## src/wwd_pkg.sv

```systemverilog
// constants and types for the windowed watchdog control block
// Operation
// - period code sets ratio 1:32 doubling per step
// - reserved period codes act as 1:32
// - period resets from default, 11111 gives 01011
// - period writable only when default is 11111
// - soft enable counts only in mode 01
// - clock source picks low, mid or secondary oscillator
// - default 111 resets clock source to 000
// - clock source writable only when default is 111
// - window code sets open share in eighths
// - window selector resets from window default
// - window writable only when default is 111
// - prescale count readable over three registers
// - status bits 6..3 show watchdog counter
// - status bit 2 shows armed state
// - unimplemented bits read as zero
// - reading period register arms the watchdog
// - early or unarmed clear causes watchdog reset when window is not 111
// - control register writes clear counter and prescaler
// - window default rules unless it is 111
`default_nettype none
package wwd_pkg;
	localparam logic [4:0] OFS_PERIOD = 5'h00;
	localparam logic [4:0] OFS_CLKWIN = 5'h04;
	localparam logic [4:0] OFS_PS_LOW = 5'h08;
	localparam logic [4:0] OFS_PS_HIGH = 5'h0C;
	localparam logic [4:0] OFS_STATUS = 5'h10;
	localparam int SOFT_EN_BIT = 0;
	localparam int PER_LSB = 1;
	localparam int PER_MSB = 5;
	localparam int CS_LSB = 4;
	localparam int CS_MSB = 6;
	localparam int WIN_LSB = 0;
	localparam int WIN_MSB = 2;
	localparam int ST_PS_MSB = 1;
	localparam int ST_ARMED_BIT = 2;
	localparam int ST_CNT_LSB = 3;
	localparam int ST_CNT_MSB = 6;
	localparam int PS_W = 18;
	localparam int CNT_W = 5;
	localparam int TOTAL_W = 23;
	localparam logic [4:0] PER_MAX = 5'h12;
	localparam logic [4:0] PER_OPEN = 5'h1F;
	localparam logic [4:0] PER_FALLBACK = 5'h0B;
	localparam logic [4:0] EXP_MIN = 5'h05;
	localparam logic [2:0] CS_OPEN = 3'h7;
	localparam logic [2:0] CS_FALLBACK = 3'h0;
	localparam logic [2:0] CS_LOW = 3'h0;
	localparam logic [2:0] CS_MID = 3'h1;
	localparam logic [2:0] CS_SEC = 3'h2;
	localparam logic [2:0] WIN_OPEN = 3'h7;
	localparam logic [1:0] MODE_OFF = 2'h0;
	localparam logic [1:0] MODE_SOFT = 2'h1;
	localparam logic SOFT_EN_RST = 1'b0;
	typedef enum logic [1:0] {
		WWD_BUS_IDLE = 2'b00,
		WWD_BUS_ACK = 2'b01
	} wwd_bus_t;
endpackage : wwd_pkg
`default_nettype wire

```

## src/wwd_top.sv

```systemverilog
// windowed watchdog control registers, counter and window check
`default_nettype none
module wwd_top (
	input wire logic CLK,
	input wire logic RST,
	input wire logic CE,
	input wire logic [4:0] AVS_ADDRESS,
	input wire logic AVS_READ,
	input wire logic AVS_WRITE,
	input wire logic [31:0] AVS_WRITEDATA,
	input wire logic [3:0] AVS_BYTEENABLE,
	output logic [31:0] AVS_READDATA,
	output logic AVS_WAITREQUEST,
	input wire logic LOW_FREQ_OSC,
	input wire logic MID_FREQ_OSC,
	input wire logic SECONDARY_OSC,
	input wire logic WATCHDOG_CLEAR_INSTR,
	input wire logic [4:0] PERIOD_DEFAULT_CFG,
	input wire logic [2:0] CLOCK_SOURCE_DEFAULT_CFG,
	input wire logic [2:0] WINDOW_DEFAULT_CFG,
	input wire logic [1:0] WATCHDOG_MODE_CFG,
	output logic WDT_RESET,
	output logic WINDOW_VIOLATION,
	output logic WDT_ACTIVE
);
	wwd_pkg::wwd_bus_t bus_r;
	wwd_pkg::wwd_bus_t bus_nxt;
	logic loaded_r;
	logic [4:0] period_select_r;
	logic soft_enable_r;
	logic [2:0] clock_source_select_r;
	logic [2:0] window_select_r;
	logic armed_r;
	logic osc_prev_r;
	logic [7:0] rdata_r;
	logic wdt_reset_r;
	logic violation_r;
	logic active_r;
	logic req;
	logic acc;
	logic wr_lane;
	logic wr_period;
	logic wr_clkwin;
	logic rd_period;
	logic osc_sel;
	logic tick;
	logic [4:0] exp;
	logic [2:0] eff_window;
	logic windowed;
	logic active;
	logic win_open;
	logic violation;
	logic valid_clear;
	logic count_clear;
	logic timeout;
	logic [wwd_pkg::TOTAL_W-1:0] count;
	logic [7:0] rd_value;

	// bus handshake: one wait cycle, then the answer
	assign req = AVS_READ || AVS_WRITE;
	assign acc = req && (bus_r == wwd_pkg::WWD_BUS_ACK);
	assign AVS_WAITREQUEST = req && (bus_r != wwd_pkg::WWD_BUS_ACK);
	assign AVS_READDATA = {24'h000000, rdata_r};
	assign wr_lane = acc && AVS_WRITE && AVS_BYTEENABLE[0];
	assign wr_period = wr_lane && (AVS_ADDRESS == wwd_pkg::OFS_PERIOD);
	assign wr_clkwin = wr_lane && (AVS_ADDRESS == wwd_pkg::OFS_CLKWIN);
	assign rd_period = acc && AVS_READ && (AVS_ADDRESS == wwd_pkg::OFS_PERIOD);

	always_comb begin
		bus_nxt = bus_r;
		case (bus_r)
			wwd_pkg::WWD_BUS_IDLE: begin
				if (req) begin
					bus_nxt = wwd_pkg::WWD_BUS_ACK;
				end
			end
			wwd_pkg::WWD_BUS_ACK: begin
				bus_nxt = wwd_pkg::WWD_BUS_IDLE;
			end
			default: begin
				bus_nxt = wwd_pkg::WWD_BUS_IDLE;
			end
		endcase
	end

	always_ff @(posedge CLK or posedge RST) begin
		if (RST) begin
			bus_r <= wwd_pkg::WWD_BUS_IDLE;
		end else if (CE) begin
			bus_r <= bus_nxt;
		end
	end

	always_comb begin
		rd_value = 8'h00;
		case (AVS_ADDRESS)
			wwd_pkg::OFS_PERIOD: begin
				rd_value[wwd_pkg::PER_MSB:wwd_pkg::PER_LSB] = period_select_r;
				rd_value[wwd_pkg::SOFT_EN_BIT] = soft_enable_r;
			end
			wwd_pkg::OFS_CLKWIN: begin
				rd_value[wwd_pkg::CS_MSB:wwd_pkg::CS_LSB] = clock_source_select_r;
				rd_value[wwd_pkg::WIN_MSB:wwd_pkg::WIN_LSB] = window_select_r;
			end
			wwd_pkg::OFS_PS_LOW: begin
				rd_value = count[7:0];
			end
			wwd_pkg::OFS_PS_HIGH: begin
				rd_value = count[15:8];
			end
			wwd_pkg::OFS_STATUS: begin
				rd_value[wwd_pkg::ST_PS_MSB:0] = count[wwd_pkg::PS_W-1:16];
				rd_value[wwd_pkg::ST_ARMED_BIT] = armed_r;
				rd_value[wwd_pkg::ST_CNT_MSB:wwd_pkg::ST_CNT_LSB] =
					count[wwd_pkg::PS_W+3:wwd_pkg::PS_W];
			end
			default: begin
				rd_value = 8'h00;
			end
		endcase
	end

	// read data captured in the wait cycle, stands in the answer cycle
	always_ff @(posedge CLK or posedge RST) begin
		if (RST) begin
			rdata_r <= 8'h00;
		end else if (CE) begin
			if (AVS_READ && bus_r == wwd_pkg::WWD_BUS_IDLE) begin
				rdata_r <= rd_value;
			end
		end
	end

	// selectors load from the defaults at the first enabled edge after reset
	always_ff @(posedge CLK or posedge RST) begin
		if (RST) begin
			loaded_r <= 1'b0;
		end else if (CE) begin
			loaded_r <= 1'b1;
		end
	end

	always_ff @(posedge CLK or posedge RST) begin
		if (RST) begin
			period_select_r <= wwd_pkg::PER_FALLBACK;
		end else if (CE) begin
			if (!loaded_r) begin
				if (PERIOD_DEFAULT_CFG == wwd_pkg::PER_OPEN) begin
					period_select_r <= wwd_pkg::PER_FALLBACK;
				end else begin
					period_select_r <= PERIOD_DEFAULT_CFG;
				end
			end else if (wr_period && PERIOD_DEFAULT_CFG == wwd_pkg::PER_OPEN) begin
				period_select_r <= AVS_WRITEDATA[wwd_pkg::PER_MSB:wwd_pkg::PER_LSB];
			end
		end
	end

	always_ff @(posedge CLK or posedge RST) begin
		if (RST) begin
			soft_enable_r <= wwd_pkg::SOFT_EN_RST;
		end else if (CE) begin
			if (wr_period) begin
				soft_enable_r <= AVS_WRITEDATA[wwd_pkg::SOFT_EN_BIT];
			end
		end
	end

	always_ff @(posedge CLK or posedge RST) begin
		if (RST) begin
			clock_source_select_r <= wwd_pkg::CS_FALLBACK;
		end else if (CE) begin
			if (!loaded_r) begin
				if (CLOCK_SOURCE_DEFAULT_CFG == wwd_pkg::CS_OPEN) begin
					clock_source_select_r <= wwd_pkg::CS_FALLBACK;
				end else begin
					clock_source_select_r <= CLOCK_SOURCE_DEFAULT_CFG;
				end
			end else if (wr_clkwin && CLOCK_SOURCE_DEFAULT_CFG == wwd_pkg::CS_OPEN) begin
				clock_source_select_r <= AVS_WRITEDATA[wwd_pkg::CS_MSB:wwd_pkg::CS_LSB];
			end
		end
	end

	always_ff @(posedge CLK or posedge RST) begin
		if (RST) begin
			window_select_r <= wwd_pkg::WIN_OPEN;
		end else if (CE) begin
			if (!loaded_r) begin
				window_select_r <= WINDOW_DEFAULT_CFG;
			end else if (wr_clkwin && WINDOW_DEFAULT_CFG == wwd_pkg::WIN_OPEN) begin
				window_select_r <= AVS_WRITEDATA[wwd_pkg::WIN_MSB:wwd_pkg::WIN_LSB];
			end
		end
	end

	// time base select, reserved codes give no ticks
	always_comb begin
		case (clock_source_select_r)
			wwd_pkg::CS_LOW: osc_sel = LOW_FREQ_OSC;
			wwd_pkg::CS_MID: osc_sel = MID_FREQ_OSC;
			wwd_pkg::CS_SEC: osc_sel = SECONDARY_OSC;
			default: osc_sel = 1'b0;
		endcase
	end

	always_ff @(posedge CLK or posedge RST) begin
		if (RST) begin
			osc_prev_r <= 1'b0;
		end else if (CE) begin
			osc_prev_r <= osc_sel;
		end
	end

	assign tick = osc_sel && !osc_prev_r;

	// ratio exponent is code plus five, five for reserved codes above 18
	assign exp = (period_select_r > wwd_pkg::PER_MAX) ? wwd_pkg::EXP_MIN :
		period_select_r + wwd_pkg::EXP_MIN;

	assign eff_window = (WINDOW_DEFAULT_CFG == wwd_pkg::WIN_OPEN) ? window_select_r :
		WINDOW_DEFAULT_CFG;
	assign windowed = (eff_window != wwd_pkg::WIN_OPEN);

	assign active = WATCHDOG_MODE_CFG[1] ||
		(WATCHDOG_MODE_CFG == wwd_pkg::MODE_SOFT && soft_enable_r);

	assign violation = WATCHDOG_CLEAR_INSTR && active && windowed && (!armed_r || !win_open);
	assign valid_clear = WATCHDOG_CLEAR_INSTR && !violation;
	assign count_clear = !active || valid_clear || violation || wr_period || wr_clkwin;

	wwd_count u_count (
		.clk(CLK),
		.rst(RST),
		.ce(CE),
		.tick(tick),
		.clear(count_clear),
		.exp(exp),
		.count(count),
		.timeout(timeout)
	);

	wwd_window u_window (
		.count(count),
		.exp(exp),
		.win(eff_window),
		.open(win_open)
	);

	// arm on period read, set wins over clear
	always_ff @(posedge CLK or posedge RST) begin
		if (RST) begin
			armed_r <= 1'b0;
		end else if (CE) begin
			if (rd_period) begin
				armed_r <= 1'b1;
			end else if (WATCHDOG_CLEAR_INSTR) begin
				armed_r <= 1'b0;
			end
		end
	end

	always_ff @(posedge CLK or posedge RST) begin
		if (RST) begin
			wdt_reset_r <= 1'b0;
			violation_r <= 1'b0;
			active_r <= 1'b0;
		end else if (CE) begin
			wdt_reset_r <= violation || (timeout && active);
			violation_r <= violation;
			active_r <= active;
		end
	end

	assign WDT_RESET = wdt_reset_r;
	assign WINDOW_VIOLATION = violation_r;
	assign WDT_ACTIVE = active_r;

	chk_reserved_period: assert property (@(posedge CLK) disable iff (RST)
		period_select_r > wwd_pkg::PER_MAX |-> exp == wwd_pkg::EXP_MIN)
		else $error("reserved period code not at minimum ratio");

	chk_period_lock: assert property (@(posedge CLK) disable iff (RST)
		CE && loaded_r && PERIOD_DEFAULT_CFG != wwd_pkg::PER_OPEN
		|=> $stable(period_select_r))
		else $error("locked period selector changed");

	chk_source_lock: assert property (@(posedge CLK) disable iff (RST)
		CE && loaded_r && CLOCK_SOURCE_DEFAULT_CFG != wwd_pkg::CS_OPEN
		|=> $stable(clock_source_select_r))
		else $error("locked clock source changed");

	chk_window_lock: assert property (@(posedge CLK) disable iff (RST)
		CE && loaded_r && WINDOW_DEFAULT_CFG != wwd_pkg::WIN_OPEN
		|=> $stable(window_select_r))
		else $error("locked window selector changed");

	chk_reserved_zero: assert property (@(posedge CLK) disable iff (RST)
		AVS_READ && !AVS_WAITREQUEST |-> AVS_READDATA[31:7] == '0 &&
		(AVS_ADDRESS != wwd_pkg::OFS_PERIOD || AVS_READDATA[6] == 1'b0) &&
		(AVS_ADDRESS != wwd_pkg::OFS_CLKWIN || AVS_READDATA[3] == 1'b0))
		else $error("unimplemented bit read as one");

	chk_arm_on_read: assert property (@(posedge CLK) disable iff (RST)
		CE && rd_period |=> armed_r)
		else $error("period read did not arm");

	chk_violation_reset: assert property (@(posedge CLK) disable iff (RST)
		CE && WATCHDOG_CLEAR_INSTR && active && windowed && !armed_r
		|=> WDT_RESET && WINDOW_VIOLATION)
		else $error("unarmed clear did not reset");

	chk_write_clears: assert property (@(posedge CLK) disable iff (RST)
		CE && (wr_period || wr_clkwin) |=> count == '0)
		else $error("control write did not clear counter");

	chk_status_view: assert property (@(posedge CLK) disable iff (RST)
		CE && AVS_READ && bus_r == wwd_pkg::WWD_BUS_IDLE &&
		AVS_ADDRESS == wwd_pkg::OFS_STATUS |=> AVS_READDATA[2] == $past(armed_r))
		else $error("status armed bit wrong");
endmodule : wwd_top
`default_nettype wire

```

## src/wwd_count.sv

```systemverilog
// combined prescale and watchdog counter with time-out detect
`default_nettype none
module wwd_count (
	input wire logic clk,
	input wire logic rst,
	input wire logic ce,
	input wire logic tick,
	input wire logic clear,
	input wire logic [4:0] exp,
	output logic [wwd_pkg::TOTAL_W-1:0] count,
	output logic timeout
);
	logic [wwd_pkg::TOTAL_W-1:0] count_r;
	logic [wwd_pkg::TOTAL_W-1:0] mask;

	assign mask = ~({wwd_pkg::TOTAL_W{1'b1}} << exp);
	assign count = count_r;
	assign timeout = tick && !clear && (count_r == mask);

	always_ff @(posedge clk or posedge rst) begin
		if (rst) begin
			count_r <= '0;
		end else if (ce) begin
			if (clear || timeout) begin
				count_r <= '0;
			end else if (tick) begin
				count_r <= count_r + 1'b1;
			end
		end
	end

	chk_timeout_wraps: assert property (@(posedge clk) disable iff (rst)
		ce && timeout |=> count_r == '0)
		else $error("counter did not wrap after time-out");
endmodule : wwd_count
`default_nettype wire

```

## src/wwd_window.sv

```systemverilog
// window comparator: open when elapsed eighths reach the delay
`default_nettype none
module wwd_window (
	input wire logic [wwd_pkg::TOTAL_W-1:0] count,
	input wire logic [4:0] exp,
	input wire logic [2:0] win,
	output logic open
);
	logic [wwd_pkg::TOTAL_W-1:0] shifted;
	logic [2:0] eighths;

	assign shifted = count >> (exp - 5'd3);
	assign eighths = shifted[2:0];
	// delay is seven minus code eighths
	assign open = (eighths >= ~win);
endmodule : wwd_window
`default_nettype wire

```

## config.mk

```make
export PLATFORM = sky130hd
export DESIGN_NAME = wwd_top
export DESIGN_NICKNAME = d
export VERILOG_FILES = /design/src/wwd_pkg.sv /design/src/wwd_top.sv /design/src/wwd_count.sv /design/src/wwd_window.sv
export SDC_FILE = /design/constraint.sdc
export NUM_CORES = 1
export LEC_CHECK = 0
export BUFFER_PORTS_ARGS = -buffer_cell sky130_fd_sc_hd__buf_2
export CORE_MARGIN = 10
export CORE_UTILIZATION = 56
export DETAILED_ROUTE_END_ITERATION = 8
export PLACE_DENSITY_LB_ADDON = 0.12
export RECOVER_POWER = 100
export SETUP_SLACK_MARGIN = 0.4
export SLEW_MARGIN = 40
export SYNTH_ARGS = -nofsm -noshare
export SYNTH_HDL_FRONTEND = slang
export SYNTH_SLANG_ARGS = --single-unit
```

## constraint.sdc

```tcl
create_clock -name CLK -period 5.1 [get_ports CLK]
set_clock_uncertainty 0.05 [all_clocks]
set_input_delay 0.255 -clock CLK [delete_from_list [all_inputs] [get_ports CLK]]
set_output_delay 0.255 -clock CLK [all_outputs]
set_load 0.02 [all_outputs]
```

==> implementation parameters <==
Parameter                              Value

Run status
  Run status ... finished, violations left
  Failing checks ... capacitance limit, slew limit

Logic synthesis
  Register area share after synthesis ... 26.3%
  Cell taking the most area after synthesis ... dfrtp_1
  Syn Inst Count ... 570
  Number of synthesized flops with an enable pin ... 0
  Main synth FF type ... dfrtp_1
  Average size of a mapped cell ... 8.38 µm²
  Count of distinct cell types in the synthesized netlist ... 73
  FFs w/ async S/R, synth ... 100%
  Area share of the largest cell type after synthesis ... 23.0%
  Number of storage elements in the synthesis netlist ... 50
  Ranking of synthesized cells by area ... dfrtp_1 (23%), mux4_2 (7.5%), mux2i_1 (5.7%), nand2_1 (5.0%), buf_4 (4.6%)
  Yosys warning total ... 0
  Area of the mapped netlist ... 4780 µm²

Route
  DRC viols ... 0
  Post-detailed-route count of antenna-violating nets ... 0
  Detailed-route wire length ... 14100 µm
  Length of routed met2 wiring ... 6210 µm
  WL/cell ... 20.1 µm
  Met3 wirelength from detailed routing ... 1360 µm
  Routed metal-1 wire length ... 6150 µm
  Via count of the routed design ... 4555
  Number of DRC markers after the initial detailed-route iteration ... 332
  Ratio of routed vias to standard cells ... 6.49
  First-pass iteration count of the detailed router ... 5
  Max layer used ... met4

Floorplanning
  Row cnt ... 33
  Total die area ... 12600 µm²
  Initial Utilization ... 57.8%
  Width of the die ... 112 µm
  Boundary Pins ... 99
  Chip height ... 112 µm
  Core box area ... 8260 µm²

Critical path
  Number of gates on the worst path with buffers counted ... 19
  Crit Reg-Reg Startpoint ... period_select_r[0]$_DFFE_PP1P_
  Kind of end point of the critical path ... register
  R2r endpoint ... WDT_RESET$_DFFE_PP0P_
  Critical path required time ... 5.30 ns
  Worst path top cell family by delay ... compound AO/OA/AOI/OAI gates
  Highest net fanout along the worst path ... 7
  Cell-by-cell listing of the critical path ... inv_1 -> ha_1 -> nand2b_1 -> a21o_1 -> nand2_1 -> clkinvlp_2 -> clkbuf_1 -> mux4_2 -> a211oi_1 -> a21oi_1 -> a21oi_1 -> ha_1 -> nand2b_1 -> a21o_1 -> a21o_1 -> a2111oi_2 -> buf_4 -> a21oi_1 -> a21bo_2
  Worst R2R Path Depth ... 19
  Register-to-register setup slack ... 0.57 ns
  Critical path data arrival time ... 4.73 ns
  Maximum cell stage delay along the critical path ... 0.53 ns
  Cell type of the slowest stage on the worst timing path ... dfstp_1
  Number of buffer and inverter stages on the critical path ... 4
  Critical path type ... reg -> reg
  Startpoint kind of the worst setup timing path ... register

Final layout
  Number of cells in the finished layout apart from fillers ... 702
  Post-route design area ... 5140 µm²
  Post-synthesis to final-layout area growth ... 7.57%
  Nets ... 668
  Antenna diodes ... 0
  Ratio of cells with drive above 1 in the final layout ... 17.1%

Clock tree
  Clock latency at the later pin of the worst-skew pair ... 0.31 ns
  Buffers from clock root to sink, at most ... 2
  Number of clock buffers inserted by TritonCTS ... 5
  Root Buffer ... clkbuf_8
  Clock input transition at the sequential cells of the worst setup and hold paths ... 0.10 ns
  Total clock sinks ... 50
  H-tree lvl count ... 2
  TritonCTS clock tree ... built

Hold path
  Startpoint of the tightest hold check path ... AVS_READ
  Worst hold endpoint ... armed_r$_DFFE_PP0P_
  Tightest Hold Check Type ... in -> reg
  Count of cells along the worst hold path ... 3

STA
  Fmax ... 0.221 GHz
  Final critical-path share of the clock period ... 88.9%
  Final slew viol count ... 91
  Slew @ Worst Pin ... 2.18 ns
  Setup_tns ... 0 ns
  Setup violators final ... 0
  Hold violation count in the final report ... 0
  Setup slack after layout ... 0.568 ns
  Worst slew margin relative to its limit ... -46.4%
  Minimum clock period ... 4.53 ns
  RSZ-0062 raised after global routing ... false

Power and ir drop
  Pwr/cell area ... 257 nW/µm²
  Power Total ... 1320 µW
  Peak VDD IR ... 0.155 mV
  Leakage dissipation ... 0.00208 µW

Global routing
  Largest net degree at the start of global routing ... 51
  Via count of the first global-routing pass ... 4174
  Antenna violations before repair ... 0
  Global-route wire length before repair ... 22500 µm
  Global-route usage over all layers ... 21.3%
  Total congestion overflow ... 0

Place
  Buffers on Ports ... 46
  Number of placed cells counting well taps ... 689
  Placed cell areas ... 4950 µm²
  Setup WS pre-CTS ... 0.405 ns
  Sum of net half-perimeters after detailed placement ... 10400 µm
  Routability Congestion ... 0.946

Flow run
  Number of max-cap violations ... 2
==> power breakdown <==
part / leakage (µW) / total (µW) / switching (µW) / internal [µW]
combinational: 0.00135 / 515 / 315 / 201
clock: 0.0000714 / 349 / 139 / 209
sequential: 0.000653 / 455 / 32.3 / 423
total: 0.00208 / 1320 / 486 / 833
==> sequential cells by signal, indices dropped and copies added, names as in the netlist <==
| register | cells |
|---|---|
| WDT_ACTIVE | 1 |
| WDT_RESET | 1 |
| WINDOW_VIOLATION | 1 |
| armed_r | 1 |
| bus_r | 1 |
| clock_source_select_r | 3 |
| loaded_r | 1 |
| osc_prev_r | 1 |
| period_select_r | 5 |
| rdata_r | 8 |
| soft_enable_r | 1 |
| u_count.count | 23 |
| window_select_r | 3 |
==> cells by family (layout without fill, tap and decap cells) <==
family / count (synthesis) / after routing / synth area share, %
adders and majority gates: 9 / 9 / 2.36
buffers and inverters: 88 / 92 / 9.56
and+or+nand+nor: 194 / 194 / 21.3
DFF: 50 / 50 / 26.3
other: 1 / 24 / 0.0785
muxes: 45 / 45 / 13.7
xor gates and xnor gates: 22 / 22 / 4.19
AOI/OAI and AO/OA: 161 / 161 / 22.5
==> tightest hold or removal path: stages <==
cell     delay (ns)
buf_2          0.11
nand4_1        0.09
nand2_1        0.05
==> how the worst max path moves through the flow <==
| stage | start | to | slack, ns |
|---|---|---|---|
| final | period_select_r[0]$_DFFE_PP1P_ | WDT_RESET$_DFFE_PP0P_ | 0.57 |
| after global routing | period_select_r[0]$_DFFE_PP1P_ | u_count.count[13]$_DFFE_PP0P_ | 0.28 |
| after CTS | period_select_r[0]$_DFFE_PP1P_ | WDT_RESET$_DFFE_PP0P_ | 0.42 |
| after detailed placement | period_select_r[0]$_DFFE_PP1P_ | WDT_RESET$_DFFE_PP0P_ | 0.40 |
| after global placement | period_select_r[0]$_DFFE_PP1P_ | WDT_RESET$_DFFE_PP0P_ | 0.42 |
| after floorplan | period_select_r[0]$_DFFE_PP1P_ | WDT_RESET$_DFFE_PP0P_ | 0.46 |
==> cell usage after synthesis (all sizes together) (13+ instances only) <==
cell     n
inv     17
mux4    16
a21oi   44
mux2i   27
o21ai   31
dfrtp   44
xnor2   17
buf     37
o22ai   13
nand3   21
nor2    22
nor3    15
clkbuf  33
nand2   64
==> metal layers <==
layer | up-vias | GRT usage (%)
met5 | - | 0
met4 | 0 | 5.75
met1 | 2157 | 29.8
met2 | 238 | 32.4
li1 | 2122 | -
met3 | 38 | 4.47
==> cell type report <==
| type | count | area (µm²) |
|---|---|---|
| Inverter | 18 | 70.1 |
| Clock buffer | 6 | 82.6 |
| Sequential cell | 50 | 1260 |
| Timing Repair Buffer | 66 | 359 |
| Fill cell | 752 | 3120 |
| Multi-Input combinational cell | 455 | 3180 |
| Tap cell | 105 | 131 |
| Clock inverter | 2 | 60.1 |
==> what timing repair did <==
item,4_1_cts,5_1_grt
hold buffers,1,0
setup endpoints to repair,1,2
resized for setup,1,8
hold endpoints to repair,15,0
buffers inserted,0,4
==> cells in the final DEF, fill, tap and decap left out, types with 16 or more instances in the layout <==
| cell type | count |
|---|---|
| nand2_1 | 64 |
| dfrtp_1 | 44 |
| a21oi_1 | 43 |
| buf_2 | 32 |
| o21ai_0 | 31 |
| mux2i_1 | 27 |
| conb_1 | 24 |
| nor2_1 | 22 |
| nand3_1 | 21 |
| mux4_2 | 16 |
| buf_4 | 16 |
==> stage by stage <==
stage	hold slack (ns)	util (%)
floorplan	0.354	-
global placement	0.411	59.9
detailed placement	0.331	60.0
CTS	0.172	61.8
global route	0.176	62.2
finish	0.172	62.2
Note: power is estimated with default switching activity, not from simulation.
